**src/pwc_pkg.sv**
```systemverilog
// Purpose: Shared types and constants of the power state controller
// Assumes: 200 MHz system clock, APB register access
// Notes:   Sequence contents and integrity policy are fixed at build time
package pwc_pkg;

	// ****************************************
	// Types
	// ****************************************
	typedef enum logic [2:0] {PS_NOSUP, PS_BACKUP, PS_OFF, PS_ACTIVE, PS_SLEEP} pwc_pstate_t;
	typedef enum logic [2:0] {SQ_NONE, SQ_OFF_ACT, SQ_ACT_OFF, SQ_ACT_SLP, SQ_SLP_ACT, SQ_SLP_OFF} pwc_seq_t;
	typedef enum logic [1:0] {CRC_SKIP, CRC_IGNORE, CRC_STOP_IO, CRC_HALT} pwc_crc_t;

	// ****************************************
	// Resources and modes
	// ****************************************
	localparam int         NUM_RES      = 8;
	localparam int         NUM_SUB      = 4;
	localparam logic [1:0] MODE_OFF     = 2'h0;
	localparam logic [1:0] MODE_SLEEP   = 2'h1;
	localparam logic [1:0] MODE_ON      = 2'h2;
	localparam logic [2:0] AON_RES      = 3'h0;
	localparam logic [2:0] IO_RES       = 3'h1;
	localparam logic [1:0] LAST_STEP    = 2'h3;
	localparam logic [31:0] LINK_MAP    = 32'h0000_8421;

	// ****************************************
	// Register map and reset values
	// ****************************************
	localparam logic [11:0] OFS_RES     = 12'h000;
	localparam logic [11:0] OFS_SLP_CFG = 12'h004;
	localparam logic [11:0] OFS_STATUS  = 12'h008;
	localparam int          ST_BUSY_BIT = 4;
	localparam int          ST_ERR_BIT  = 8;
	localparam int          ST_HALT_BIT = 9;
	localparam logic [15:0] RES_RST     = 16'h0002;
	localparam logic [15:0] SLP_CFG_RST = 16'h0002;
	localparam logic [15:0] RES_AON_MSK = 16'h0003;
	localparam logic [15:0] OTP_GOLDEN  = 16'h5A3C;

	// ****************************************
	// Timing
	// ****************************************
	localparam int CLK_HZ = 200_000_000;
	localparam int OSC_HZ = 32_768;
	localparam int CNT_W  = 13;

endpackage : pwc_pkg

```
**src/pwc_power_ctrl.sv**
```systemverilog
// Purpose: Power state controller with sequencer and APB register slave
// Assumes: Supply comparators and requests synchronous to the clock
// Notes:   One sequence step per slow tick; supply loss overrides state, sequence, halt and rail modes
//
// Local design decisions: the APB slave port and the address map.

module pwc_power_ctrl #(
	parameter logic [pwc_pkg::CNT_W-1:0] TICK_CYCLES = pwc_pkg::CNT_W'(pwc_pkg::CLK_HZ / pwc_pkg::OSC_HZ),
	parameter pwc_pkg::pwc_crc_t         CRC_POLICY  = pwc_pkg::CRC_HALT
) (
	input  wire logic        clock,
	input  wire logic        reset,
	input  wire logic        psel,
	input  wire logic        penable,
	input  wire logic        pwrite,
	input  wire logic [11:0] paddr,
	input  wire logic [31:0] pwdata,
	output logic [31:0]      prdata,
	output logic             pready,
	output logic             pslverr,
	input  wire logic        por_ok,
	input  wire logic        sys_above_low,
	input  wire logic        sense_above_high,
	input  wire logic        hot_die,
	input  wire logic        on_req,
	input  wire logic        off_req,
	input  wire logic        sleep_req,
	input  wire logic        wake_req,
	input  wire logic        irq_pending,
	input  wire logic [15:0] otp_sense,
	output logic [2:0]       power_state,
	output logic [15:0]      res_mode,
	output logic [3:0]       subsys_active,
	output logic             seq_busy,
	output logic             otp_error_irq
);
	// ****************************************
	// State
	// ****************************************
	typedef struct packed {
		pwc_pkg::pwc_pstate_t      pstate;
		pwc_pkg::pwc_pstate_t      target;
		pwc_pkg::pwc_seq_t         seq;
		logic                      run;
		logic                      stop_io;
		logic                      halted;
		logic                      otp_err;
		logic [1:0]                idx;
		logic [pwc_pkg::CNT_W-1:0] cnt;
		logic [15:0]               res;
		logic [15:0]               slp_cfg;
		logic [3:0]                sub;
		logic [31:0]               rdata;
	} pwc_state_t;

	pwc_state_t        st_ff;
	pwc_state_t        nxt_st;
	logic              arb_go;
	pwc_pkg::pwc_seq_t arb_seq;
	logic [2:0]        rom_res;
	logic [1:0]        rom_mode;
	logic              rom_last;
	logic              on_gate;
	logic              wr_en;
	logic              addr_hit;
	logic              crc_fail;
	logic [3:0]        link_term [pwc_pkg::NUM_RES];

	// ****************************************
	// Arbitration and sequence store
	// ****************************************
	// Low supply, hot die or a stopped power-up blocks switching on
	assign on_gate = !sense_above_high || hot_die || st_ff.halted;

	pwc_arbiter u_arb (
		.clock       (clock),
		.reset       (reset),
		.pstate      (st_ff.pstate),
		.busy        (st_ff.run),
		.off_req     (off_req),
		.on_req      (on_req),
		.sleep_req   (sleep_req),
		.wake_req    (wake_req),
		.on_gate     (on_gate),
		.irq_pending (irq_pending),
		.go          (arb_go),
		.seq         (arb_seq)
	);

	pwc_seq_rom u_rom (
		.clock     (clock),
		.reset     (reset),
		.seq       (st_ff.seq),
		.idx       (st_ff.idx),
		.step_res  (rom_res),
		.step_mode (rom_mode),
		.step_last (rom_last)
	);

	// ****************************************
	// Linked subsystems
	// ****************************************
	// Each resource that is on lights the subsystems mapped to it
	for (genvar r = 0; r < pwc_pkg::NUM_RES; r++) begin : g_link
		assign link_term[r] = (st_ff.res[2*r +: 2] == pwc_pkg::MODE_ON) ? pwc_pkg::LINK_MAP[4*r +: 4] : 4'h0;
	end

	// Decode shared by the bus and the check
	assign wr_en    = psel && penable && pwrite;
	assign addr_hit = (paddr == pwc_pkg::OFS_RES) || (paddr == pwc_pkg::OFS_SLP_CFG) ||
	                  (paddr == pwc_pkg::OFS_STATUS);
	assign crc_fail = (CRC_POLICY != pwc_pkg::CRC_SKIP) && (otp_sense != pwc_pkg::OTP_GOLDEN);

	// ****************************************
	// Next state
	// ****************************************
	always_comb begin
		nxt_st = st_ff;

		// Host writes; resources only while powered up and idle
		if (wr_en && paddr == pwc_pkg::OFS_RES && !st_ff.run &&
		    (st_ff.pstate == pwc_pkg::PS_ACTIVE || st_ff.pstate == pwc_pkg::PS_SLEEP)) begin
			nxt_st.res = pwdata[15:0];
		end
		if (wr_en && paddr == pwc_pkg::OFS_SLP_CFG) begin
			nxt_st.slp_cfg = pwdata[15:0];
		end
		if (wr_en && paddr == pwc_pkg::OFS_STATUS && pwdata[pwc_pkg::ST_ERR_BIT]) begin
			nxt_st.otp_err = 1'b0;
		end
		if (off_req) begin
			nxt_st.halted = 1'b0;
		end

		// Start a transition from the arbiter
		if (arb_go) begin
			nxt_st.run     = 1'b1;
			nxt_st.seq     = arb_seq;
			nxt_st.idx     = 2'h0;
			nxt_st.cnt     = '0;
			nxt_st.stop_io = 1'b0;
			case (arb_seq)
				pwc_pkg::SQ_OFF_ACT, pwc_pkg::SQ_SLP_ACT: nxt_st.target = pwc_pkg::PS_ACTIVE;
				pwc_pkg::SQ_ACT_SLP: nxt_st.target = pwc_pkg::PS_SLEEP;
				default: nxt_st.target = pwc_pkg::PS_OFF;
			endcase
			// Integrity check; set beats a same-cycle software clear
			if (arb_seq == pwc_pkg::SQ_OFF_ACT && crc_fail) begin
				nxt_st.otp_err = 1'b1;
				case (CRC_POLICY)
					pwc_pkg::CRC_HALT: begin
						nxt_st.run    = 1'b0;
						nxt_st.halted = 1'b1;
					end
					pwc_pkg::CRC_STOP_IO: nxt_st.stop_io = 1'b1;
					default: nxt_st.stop_io = 1'b0;
				endcase
			end
		end else if (st_ff.run) begin
			// One step per slow tick; the store needs one cycle to settle
			if (st_ff.cnt == TICK_CYCLES - pwc_pkg::CNT_W'(1)) begin
				nxt_st.cnt = '0;
				nxt_st.idx = st_ff.idx + 2'h1;
				if (st_ff.seq == pwc_pkg::SQ_ACT_SLP) begin
					nxt_st.res[{rom_res, 1'b0} +: 2] = st_ff.slp_cfg[{rom_res, 1'b0} +: 2];
				end else begin
					nxt_st.res[{rom_res, 1'b0} +: 2] = rom_mode;
				end
				if (st_ff.stop_io && rom_res == pwc_pkg::IO_RES) begin
					// Power-up stops here with the I/O rail up
					nxt_st.run    = 1'b0;
					nxt_st.halted = 1'b1;
				end else if (rom_last) begin
					nxt_st.run    = 1'b0;
					nxt_st.pstate = st_ff.target;
					if (st_ff.target == pwc_pkg::PS_OFF) begin
						nxt_st.res = st_ff.res & pwc_pkg::RES_AON_MSK;
					end
				end
			end else begin
				nxt_st.cnt = st_ff.cnt + pwc_pkg::CNT_W'(1);
			end
		end

		// Supply levels win over any sequence in flight
		if (!por_ok) begin
			nxt_st.pstate = pwc_pkg::PS_NOSUP;
			nxt_st.run    = 1'b0;
			nxt_st.halted = 1'b0;
			nxt_st.res    = pwc_pkg::RES_RST;
		end else if (!sys_above_low) begin
			nxt_st.pstate = pwc_pkg::PS_BACKUP;
			nxt_st.run    = 1'b0;
			nxt_st.halted = 1'b0;
			nxt_st.res    = pwc_pkg::RES_RST;
		end else if (st_ff.pstate == pwc_pkg::PS_NOSUP || st_ff.pstate == pwc_pkg::PS_BACKUP) begin
			// Hardware entry into off, no sequence involved
			nxt_st.pstate = pwc_pkg::PS_OFF;
			nxt_st.res    = pwc_pkg::RES_RST;
		end

		// Subsystems follow the rails one cycle later
		nxt_st.sub = 4'h0;
		for (int r = 0; r < pwc_pkg::NUM_RES; r++) begin
			nxt_st.sub = nxt_st.sub | link_term[r];
		end

		// Read data is latched in the setup phase
		if (psel && !penable) begin
			case (paddr)
				pwc_pkg::OFS_RES:     nxt_st.rdata = {16'h0000, st_ff.res};
				pwc_pkg::OFS_SLP_CFG: nxt_st.rdata = {16'h0000, st_ff.slp_cfg};
				pwc_pkg::OFS_STATUS: begin
					nxt_st.rdata                       = {29'h0000_0000, st_ff.pstate};
					nxt_st.rdata[pwc_pkg::ST_BUSY_BIT] = st_ff.run;
					nxt_st.rdata[pwc_pkg::ST_ERR_BIT]  = st_ff.otp_err;
					nxt_st.rdata[pwc_pkg::ST_HALT_BIT] = st_ff.halted;
				end
				default: nxt_st.rdata = 32'h0000_0000;
			endcase
		end
	end

	// ****************************************
	// Registers
	// ****************************************
	always_ff @(posedge clock) begin
		if (reset) begin
			st_ff         <= '0;
			st_ff.pstate  <= pwc_pkg::PS_NOSUP;
			st_ff.target  <= pwc_pkg::PS_NOSUP;
			st_ff.seq     <= pwc_pkg::SQ_NONE;
			st_ff.res     <= pwc_pkg::RES_RST;
			st_ff.slp_cfg <= pwc_pkg::SLP_CFG_RST;
		end else begin
			st_ff <= nxt_st;
		end
	end

	// ****************************************
	// Outputs
	// ****************************************
	// Zero wait states keeps the bus simple
	assign pready        = 1'b1;
	assign pslverr       = psel && penable && !addr_hit;
	assign prdata        = st_ff.rdata;
	assign power_state   = st_ff.pstate;
	assign res_mode      = st_ff.res;
	assign subsys_active = st_ff.sub;
	assign seq_busy      = st_ff.run;
	assign otp_error_irq = st_ff.otp_err;
endmodule : pwc_power_ctrl

```
**src/pwc_seq_rom.sv**
```systemverilog
// Purpose: Fixed store of the five power sequences, one step per read
// Assumes: Four steps per sequence, step data one clock after index
// Notes:   Contents are constants, software cannot alter them
module pwc_seq_rom (
	input  wire logic              clock,
	input  wire logic              reset,
	input  wire pwc_pkg::pwc_seq_t seq,
	input  wire logic [1:0]        idx,
	output logic [2:0]             step_res,
	output logic [1:0]             step_mode,
	output logic                   step_last
);
	typedef struct packed {
		logic [2:0] res;
		logic [1:0] mode;
		logic       last;
	} pwc_rom_t;

	pwc_rom_t rom_ff;
	pwc_rom_t nxt_rom;

	// ****************************************
	// Step table
	// ****************************************
	// Power-up walks rails upward, power-down walks them back down
	always_comb begin
		nxt_rom.last = (idx == pwc_pkg::LAST_STEP);
		nxt_rom.res  = 3'(idx) + 3'h1;
		nxt_rom.mode = pwc_pkg::MODE_ON;
		case (seq)
			pwc_pkg::SQ_OFF_ACT, pwc_pkg::SQ_SLP_ACT: begin
				nxt_rom.mode = pwc_pkg::MODE_ON;
			end
			pwc_pkg::SQ_ACT_OFF, pwc_pkg::SQ_SLP_OFF: begin
				nxt_rom.res  = 3'h4 - 3'(idx);
				nxt_rom.mode = pwc_pkg::MODE_OFF;
			end
			pwc_pkg::SQ_ACT_SLP: begin
				nxt_rom.res  = 3'h4 - 3'(idx);
				nxt_rom.mode = pwc_pkg::MODE_SLEEP;
			end
			default: begin
				nxt_rom.res  = pwc_pkg::AON_RES;
				nxt_rom.last = 1'b1;
			end
		endcase
	end

	// Registered read, like a real fuse array
	always_ff @(posedge clock) begin
		if (reset) begin
			rom_ff <= '0;
		end else begin
			rom_ff <= nxt_rom;
		end
	end

	assign step_res  = rom_ff.res;
	assign step_mode = rom_ff.mode;
	assign step_last = rom_ff.last;

endmodule : pwc_seq_rom

```
**src/pwc_arbiter.sv**
```systemverilog
// Purpose: Ranks on, off, sleep and wake requests into one transition
// Assumes: Requests are levels synchronous to the clock
// Notes:   Issues at most one transition while the sequencer is idle
module pwc_arbiter (
	input  wire logic                 clock,
	input  wire logic                 reset,
	input  wire pwc_pkg::pwc_pstate_t pstate,
	input  wire logic                 busy,
	input  wire logic                 off_req,
	input  wire logic                 on_req,
	input  wire logic                 sleep_req,
	input  wire logic                 wake_req,
	input  wire logic                 on_gate,
	input  wire logic                 irq_pending,
	output logic                      go,
	output pwc_pkg::pwc_seq_t         seq
);
	typedef struct packed {
		logic              go;
		pwc_pkg::pwc_seq_t seq;
	} pwc_arb_t;

	pwc_arb_t arb_ff;
	pwc_arb_t nxt_arb;

	// ****************************************
	// Ranking
	// ****************************************
	// Off outranks all; the go guard stops a second issue before busy rises
	always_comb begin
		nxt_arb.go  = 1'b0;
		nxt_arb.seq = pwc_pkg::SQ_NONE;
		if (!busy && !arb_ff.go) begin
			case (pstate)
				pwc_pkg::PS_OFF: begin
					if (!off_req && on_req && !on_gate) begin
						nxt_arb.go  = 1'b1;
						nxt_arb.seq = pwc_pkg::SQ_OFF_ACT;
					end
				end
				pwc_pkg::PS_ACTIVE: begin
					if (off_req) begin
						nxt_arb.go  = 1'b1;
						nxt_arb.seq = pwc_pkg::SQ_ACT_OFF;
					end else if (sleep_req && !irq_pending) begin
						nxt_arb.go  = 1'b1;
						nxt_arb.seq = pwc_pkg::SQ_ACT_SLP;
					end
				end
				pwc_pkg::PS_SLEEP: begin
					if (off_req) begin
						nxt_arb.go  = 1'b1;
						nxt_arb.seq = pwc_pkg::SQ_SLP_OFF;
					end else if (wake_req) begin
						nxt_arb.go  = 1'b1;
						nxt_arb.seq = pwc_pkg::SQ_SLP_ACT;
					end
				end
				default: begin
					nxt_arb.go = 1'b0;
				end
			endcase
		end
	end

	always_ff @(posedge clock) begin
		if (reset) begin
			arb_ff <= '0;
		end else begin
			arb_ff <= nxt_arb;
		end
	end

	assign go  = arb_ff.go;
	assign seq = arb_ff.seq;

endmodule : pwc_arbiter

```
**config.mk**
```make
export PLATFORM = sky130hd
export DESIGN_NAME = pwc_power_ctrl
export DESIGN_NICKNAME = d
export VERILOG_FILES = /design/src/pwc_pkg.sv /design/src/pwc_power_ctrl.sv /design/src/pwc_seq_rom.sv /design/src/pwc_arbiter.sv
export SDC_FILE = /design/constraint.sdc
export NUM_CORES = 1
export LEC_CHECK = 0
export BUFFER_PORTS_ARGS = -buffer_cell sky130_fd_sc_hd__buf_2
export CAP_MARGIN = 15
export CORE_UTILIZATION = 32
export DETAILED_ROUTE_END_ITERATION = 8
export RECOVER_POWER = 50
export SYNTH_ARGS = -nofsm -noshare
export SYNTH_HDL_FRONTEND = slang
export SYNTH_HIERARCHICAL = 1
export SYNTH_SLANG_ARGS = --single-unit
```
**constraint.sdc**
```tcl
create_clock -name clock -period 3.1 [get_ports clock]
set_input_delay 0.155 -clock clock [delete_from_list [all_inputs] [get_ports clock]]
set_output_delay 0.155 -clock clock [all_outputs]
set_load 0.01 [all_outputs]
```
### Word-level counts from Yosys, hierarchy flattened

Cells that the tools add are included.

| operators by class | value |
|---|---|
| shift-type cells | 4 |
| $add $sub $neg | 5 |
| bitwise operators | 8 |
| reductions and logical operators | 49 |
| muxes and demuxes | 47 |
| eq/ne operators | 31 |

Operators with widths:

| kind | count |
|---|---|
| $mux W16 | 8 |
| $pmux W16 S3 | 1 |
| $bwmux W16 | 2 |
| $shiftx A2 B6 Y16 | 2 |
| $mux W4 | 7 |
| $eq A3 B2 Y1 const B | 6 |
| $logic_and A1 B1 Y1 | 16 |
| $ne A16 B15 Y1 const B | 1 |
| $shift A2 B6 Y16 const A | 1 |
| $shiftx A16 B5 Y2 | 1 |
| $mux W1 | 15 |
| $reduce_and A5 Y1 | 3 |
| $mux W2 | 7 |
| $add A13 B1 Y13 const B | 1 |
| $eq A13 B13 Y1 const B | 1 |
| $mux W13 | 1 |
| $eq A12 B3 Y1 const B | 1 |
| $eq A12 B4 Y1 const B | 1 |
| $eq A3 B1 Y1 const B | 4 |
| $eq A3 B3 Y1 const B | 4 |
| $logic_not A12 Y1 | 1 |
| $pmux W3 S2 | 2 |
| $reduce_or A2 Y1 | 6 |
| $eq A2 B2 Y1 const B | 5 |
| other kinds (26) | 47 |

| word-level totals | value |
|---|---|
| word-level logic and storage cells | 165 |
| bits of input ports | 74 |
| output and inout bits | 59 |
| register bits | 106 |

### Longest topological paths before layout

| logic depth | value |
|---|---|
| depth after elaboration | 14 |
| gate-level depth with buffers | 8 |
| depth with buffers taken out | 7 |

### Hierarchy

Netlist, hierarchy kept.

Modules (own cells, without submodules):

| module | sequential area each (µm²) | area each (µm²) | instances | cells an instance |
|---|---|---|---|---|
| pwc_power_ctrl | 1,581.5 | 4,320.4 | 1 | 502 |
| pwc_seq_rom | 120.1 | 290.3 | 1 | 31 |
| pwc_arbiter | 80.1 | 187.7 | 1 | 21 |

### Least setup slack after synthesis

OpenSTA, ideal clock, no wires.

| path | value |
|---|---|
| path kind | register to register |
| from | register u_rom.rom_ff (netlist bit u_rom/step_res[0]) |
| to | register st_ff (netlist bit res_mode[13]) |
| data required time | 3,014 ps |
| cell stages (with the launch flop) | 9 |
| slack | 860 ps |
| period minus slack after synthesis | 2,240 ps |
| arrival | 2,154 ps |
| library setup time | 86 ps |
| path buffers | 1 |
| path through | dfxtp_1 buf_2 inv_1 ha_1 ha_1 or2_2 o31ai_1 nand2_1 a211oi_1 |

| on the way | value |
|---|---|
| word-level cells in the longest chain between the ends | 10 |
| elaborated cells on any way between the ends | 16 |
| classes of those cells | 1 x add/sub; 1 x eq/ne; 4 x shift; 9 x mux; 1 x reduce/logical |

RTL lines:

| what | line | text |
|---|---|---|
| start, declared | pwc_seq_rom.sv:19 | `pwc_rom_t rom_ff;` |
| start signal, assigned | pwc_seq_rom.sv:54 | `rom_ff <= nxt_rom;` |
| $shiftx A16 B5 Y2 / $neg A4 Y6 (equally long branches) | pwc_power_ctrl.sv:165, pwc_power_ctrl.sv:167 |  |
| $shiftx A2 B6 Y16 (tied with other cells) | pwc_power_ctrl.sv:165 | `nxt_st.res[{rom_res, 1'b0} +: 2] = st_ff.slp_cfg[{rom_res, 1'b0} +: 2];` |
| $bwmux W16 (on tied branches) | pwc_power_ctrl.sv:165, pwc_power_ctrl.sv:167 |  |
| $mux W16 | pwc_power_ctrl.sv:164 | `if (st_ff.seq == pwc_pkg::SQ_ACT_SLP) begin` |
| $mux W16 | pwc_power_ctrl.sv:176 | `if (st_ff.target == pwc_pkg::PS_OFF) begin` |
| $mux W16 | pwc_power_ctrl.sv:173 | `end else if (rom_last) begin` |
| $mux W16 (*) | pwc_power_ctrl.sv:169 | `if (st_ff.stop_io && rom_res == pwc_pkg::IO_RES) begin` |
| $mux W16 (*) | pwc_power_ctrl.sv:161 | `if (st_ff.cnt == TICK_CYCLES - pwc_pkg::CNT_W'(1)) begin` |
| $mux W16 (*) | pwc_power_ctrl.sv:159 | `end else if (st_ff.run) begin` |
| $mux W16 (*) | pwc_power_ctrl.sv:136 | `if (arb_go) begin` |
| end signal, assigned | pwc_power_ctrl.sv:236 | `st_ff <= nxt_st;` |
| end, declared | pwc_power_ctrl.sv:56 | `pwc_state_t st_ff;` |

Mark *: on every way between the ends. The rest lies on a longest branch, timed or not. The select of a mux whose other input is x is not followed.
A chain may end at the register's enable or synchronous reset.

### Worst setup path in the final report

| path | value |
|---|---|
| from | register u_rom.rom_ff (netlist bit u_rom/step_res[0]) |
| to | register st_ff (netlist bit res_mode[0]) |

| on the way | value |
|---|---|
| word-level cells in the longest chain between the ends | 10 |
| elaborated cells on any way between the ends | 17 |
| classes of those cells | 1 x add/sub; 2 x eq/ne; 4 x shift; 9 x mux; 1 x reduce/logical |

RTL lines:

| what | line |
|---|---|
| $shiftx A16 B5 Y2 / $neg A4 Y6 (equally long branches) | pwc_power_ctrl.sv:165, pwc_power_ctrl.sv:167 |
| $shiftx A2 B6 Y16 (tied with other cells) | pwc_power_ctrl.sv:165 |
| $bwmux W16 (on tied branches) | pwc_power_ctrl.sv:165, pwc_power_ctrl.sv:167 |
| $mux W16 | pwc_power_ctrl.sv:164 |
| $mux W16 | pwc_power_ctrl.sv:176 |
| $mux W16 | pwc_power_ctrl.sv:173 |
| $mux W16 | pwc_power_ctrl.sv:169 |
| $mux W16 | pwc_power_ctrl.sv:161 |
| $mux W16 | pwc_power_ctrl.sv:159 |
| $mux W16 | pwc_power_ctrl.sv:136 |

Several ways; a longest one is shown, not always the timed one. The select of a mux whose other input is x is not followed.

==> results.md <==
* Buffers & Inverters on Critical Path at 1
* CTS tree: built
* Worst setup slack before clock tree synthesis at around 0.45 ns
* Leakage power summed over all cells at roughly 2 nW
* Master of the slowest instance on the critical path: dfxtp_1
* Hold Vio Cnt, Final at 0
* Number of flops mapped to enable cells by yosys at 0
* # setup viols final at 0
* Internal power consumption at roughly 1.9 mW
* Number of maximum-capacitance violations at 1
* Avg Inst Size Synth at about 8.7 sq um
* Portion of the clock cycle consumed by the worst path in the final layout at 0.857
* Switching share of power at 0.216
* CTS H-tree lvls at 3
* Total negative slack for setup checks at 0 ns
* Number of warnings printed during yosys synthesis at 6
* Sequence of cells on the critical path: inv_1, ha_1, or4b_2, o2111ai_1, o21ai_0, a211oi_1
* Die Outline Area at 15500 sq um
* Placeable core region at 14600 sq um
* Unrepaired setup endpoints after global routing: no
* Largest net degree at the start of global routing at 55
* Synth Cell Area at roughly 4800 sq um
* Detailed router's first-iteration violation count at between 200 and 250
* Worst voltage drop across the vdd grid at about 0.00025 V
* Worst EP required at approximately 3.4 ns
* Violated checks: capacitance limit, slew limit
* Number of resized instances in the post-cts repair step at 0
* Part of the power in registers at 0.486
* Count of unique library cells instantiated by Yosys at 63
* Critical-path maximum fanout at 13
* # clock sinks at roughly 90
* Cts hold-fix bufs at 1
* Buffer type at the clock tree root: clkbuf_16
* DR pass1 iterations at 4
* Power density over cell area at approximately 440 nW/um^2
* Clock latency reported for the late side of the worst-skew pair at ~0.35 ns
* Global placement routability congestion at slightly above 0.8
* Critical path's largest stage delay at ~0.73 ns
* Number of global-route vias before repair at 3922
* Layout cells sized above 1 at 0.169
* CP arrival at around 2.9 ns
* Relative slew slack at -0.616
* FFs w/ async S/R, synth at 0
* Capturing element type of the critical path: register
* # nets final at between 600 and 700
* Post-DR wirelength/cell at between 10 and 15 um
* Filler cell count at approximately 1500
* Area used by multi-input combinational logic at 2500 sq um
* Vias at between 4000 and 5000
* Wirelength, routed at around 12000 um
* Post-synthesis sequential area ratio at 0.371
* Die boundary width at approximately 120 um
* Outcome: finished with violations
* Setup fix buffers added after clock tree synthesis at 0
* Longest Clk Path Bufs at 2
* Clock tree skew after final layout at 0.00809 ns
* Primary flip-flop cell chosen by synthesis mapping: dfxtp_1
* HPWL Detailed at between 8000 and 9000 um
* Final worst-path setup slack at 0.442 ns
* Y dimension of the die at 124 um
* Max Clock Freq at ~380 MHz
* Portion of total power attributed to combinational logic at 0.043
* Number of buffers added on ports at 99
* Kind of critical path: register to register
* Initial core utilization at 0.329
* Cell count after synthesis at 554
* Class of the tightest hold or removal check: primary input to register
* Fin. max-slew vios at 55
* Flip-flop and latch area at between 1500 and 2000 sq um
* Diode insertion count for antenna repair at 0
* Total clock buffers created by CTS at 9
* #FFs+latches synth at 89
* Global-route wire length before repair at just under 20000 um
* Slew of the pin with the lowest slew margin at 2.42 ns
* Routed Antenna Nets at 0
* Top delay family on crit path: flip-flops
* Worst Setup Start Kind: register
* Total global routing overflow at 0
* Vias per cell at slightly above 5
* Count of unresolved DRC violations after routing at 0
* Number of antenna violations at the first check in global routing at 0
* Time the final worst path needs with I/O delays and setup at about 2.7 ns
* Total routing usage reported by global routing at 0.155
* I/O pin total at roughly 130
* Clock group share of total power at 0.471
* Number of placement rows at 44
* Worst-path clk slew at 0.06 ns
* Total net switching power at just over 0.5 mW
* Area growth from synthesis to layout at 12.1%
## power groups by stage
stage,combinational (mW),sequential (mW),clock [mW]
2_1_floorplan,0.0652,1.18,0
3_3_place_gp,0.0993,1.18,0
3_5_place_dp,0.102,1.18,0
4_1_cts,0.104,1.15,1.15
5_1_grt,0.113,1.15,1.20
6_report,0.102,1.15,1.11
## sequential cells by signal (all words and copies together), names as in the netlist
name,flops
seq_busy,1
subsys_active,4
u_arb/seq,3
u_rom/step_res,3
prdata,16
power_state,3
u_rom/step_last,1
st_ff,38
otp_error_irq,1
u_arb/go,1
res_mode,16
u_rom/step_mode,2
## cell families (layout without fill, tap and decap cells)
| family | Yosys count | count (layout) | share of synthesized area |
|---|---|---|---|
| simple gates | 212 | 212 | 0.239 |
| compound gates | 105 | 105 | 0.155 |
| buf+inv | 93 | 138 | 0.120 |
| flops | 89 | 89 | 0.371 |
| mux | 30 | 30 | 0.0660 |
| xor+xnor | 16 | 16 | 0.0292 |
| fa+ha+maj | 7 | 7 | 0.0183 |
| other cells | 2 | 17 | 0.00157 |
## metal layers
layer | wire length (um) | GRT usage | up-vias
li1 | - | - | 2015
met4 | 82 | 0.0397 | 0
met5 | 0 | 0 | -
met1 | 5220 | 0.187 | 1900
met3 | 636 | 0.0404 | 8
met2 | 5940 | 0.269 | 117
## final timing paths
| check | slack [ns] | start | to | cells past startpoint |
|---|---|---|---|---|
| setup / recovery | 0.44 | u_rom/step_res[0] | res_mode[0] | 6 |
| hold / removal | 0.05 | por_ok | power_state[0] | 3 |
| setup reg to reg | 0.44 | u_rom/step_res[0] | res_mode[0] | 6 |
| hold reg to reg | 0.46 | prdata[15] | prdata[15] | 2 |
## synth_stat cells, types with 3 or more instances
cell | n | share of area
o2bb2ai_1 | 6 | 0.011
buf_2 | 7 | 0.0073
nor3b_1 | 8 | 0.013
nor4_4 | 3 | 0.013
or2_2 | 4 | 0.0052
nand4_1 | 9 | 0.012
and3_1 | 8 | 0.010
mux2i_1 | 26 | 0.054
buf_4 | 56 | 0.088
a22o_1 | 10 | 0.018
nand3b_1 | 7 | 0.011
nor3_1 | 6 | 0.0063
a21oi_1 | 28 | 0.029
a211oi_1 | 22 | 0.034
a22oi_1 | 16 | 0.025
nand2b_1 | 8 | 0.010
nor2b_1 | 4 | 0.0052
ha_1 | 7 | 0.018
nor2_1 | 61 | 0.048
inv_1 | 11 | 0.0086
clkbuf_1 | 17 | 0.013
xnor2_1 | 7 | 0.013
nand2_1 | 55 | 0.043
and4b_1 | 3 | 0.0063
nor4_1 | 6 | 0.0078
or4_1 | 3 | 0.0047
o21ai_0 | 6 | 0.0063
xor2_1 | 9 | 0.016
nand3_1 | 12 | 0.013
dfxtp_1 | 89 | 0.37
## layout make-up
type,count,area share
Multi-Input combinational cell,387,0.464
Sequential cell,89,0.331
Timing Repair Buffer,110,0.0970
Clock buffer,12,0.0477
Tap cell,184,0.0428
Clock inverter,4,0.00907
Inverter,12,0.00837
## worst register-to-register path: cells and delay by family (launching register included)
kind	cells	cell delay, ns
fa+ha+maj	1	0.41
buf+inv	1	0.17
simple gates	1	0.65
flops	1	0.73
compound gates	3	0.61
## per-stage QoR
stage / utilization / instances / area [sq um] / hold WS (ns) / power (mW)
after floorplan: - / 569 / 4850 / 0.221 / 1.24
after global placement: 0.352 / 781 / 5130 / 0.347 / 1.28
after detailed placement: 0.352 / 781 / 5130 / 0.352 / 1.28
after CTS: 0.373 / 798 / 5450 / 0.0317 / 2.40
after global routing: 0.369 / 798 / 5380 / 0.0488 / 2.46
final: 0.369 / 798 / 5380 / 0.0515 / 2.37
## placed cells by master (no fill, tap or decap), types with 3 or more instances in the layout
| cell | synthesis | layout |
|---|---|---|
| xnor2_1 | 7 | 7 |
| xor2_1 | 9 | 9 |
| o21ai_0 | 6 | 6 |
| nor4_4 | 3 | 3 |
| nand2b_1 | 8 | 8 |
| clkbuf_16 | 0 | 9 |
| a22o_1 | 10 | 10 |
| mux2i_1 | 26 | 26 |
| nand2_1 | 55 | 55 |
| buf_2 | 7 | 58 |
| nand4_1 | 9 | 9 |
| a21oi_1 | 28 | 28 |
| or4_1 | 3 | 3 |
| ha_1 | 7 | 7 |
| and3_1 | 8 | 8 |
| inv_1 | 11 | 11 |
| nor4_1 | 6 | 6 |
| dfxtp_1 | 89 | 89 |
| a22oi_1 | 16 | 16 |
| buf_4 | 56 | 8 |
| nand3_1 | 12 | 12 |
| conb_1 | 2 | 17 |
| o2bb2ai_1 | 6 | 6 |
| clkbuf_1 | 17 | 44 |
| nor2_1 | 61 | 61 |
| nor2b_1 | 4 | 4 |
| nand3b_1 | 7 | 7 |
| or2_2 | 4 | 4 |
| a211oi_1 | 22 | 22 |
| nor3_1 | 6 | 5 |
| nor3b_1 | 8 | 8 |
| and4b_1 | 3 | 3 |
Note: power is estimated with default switching activity, not from simulation.
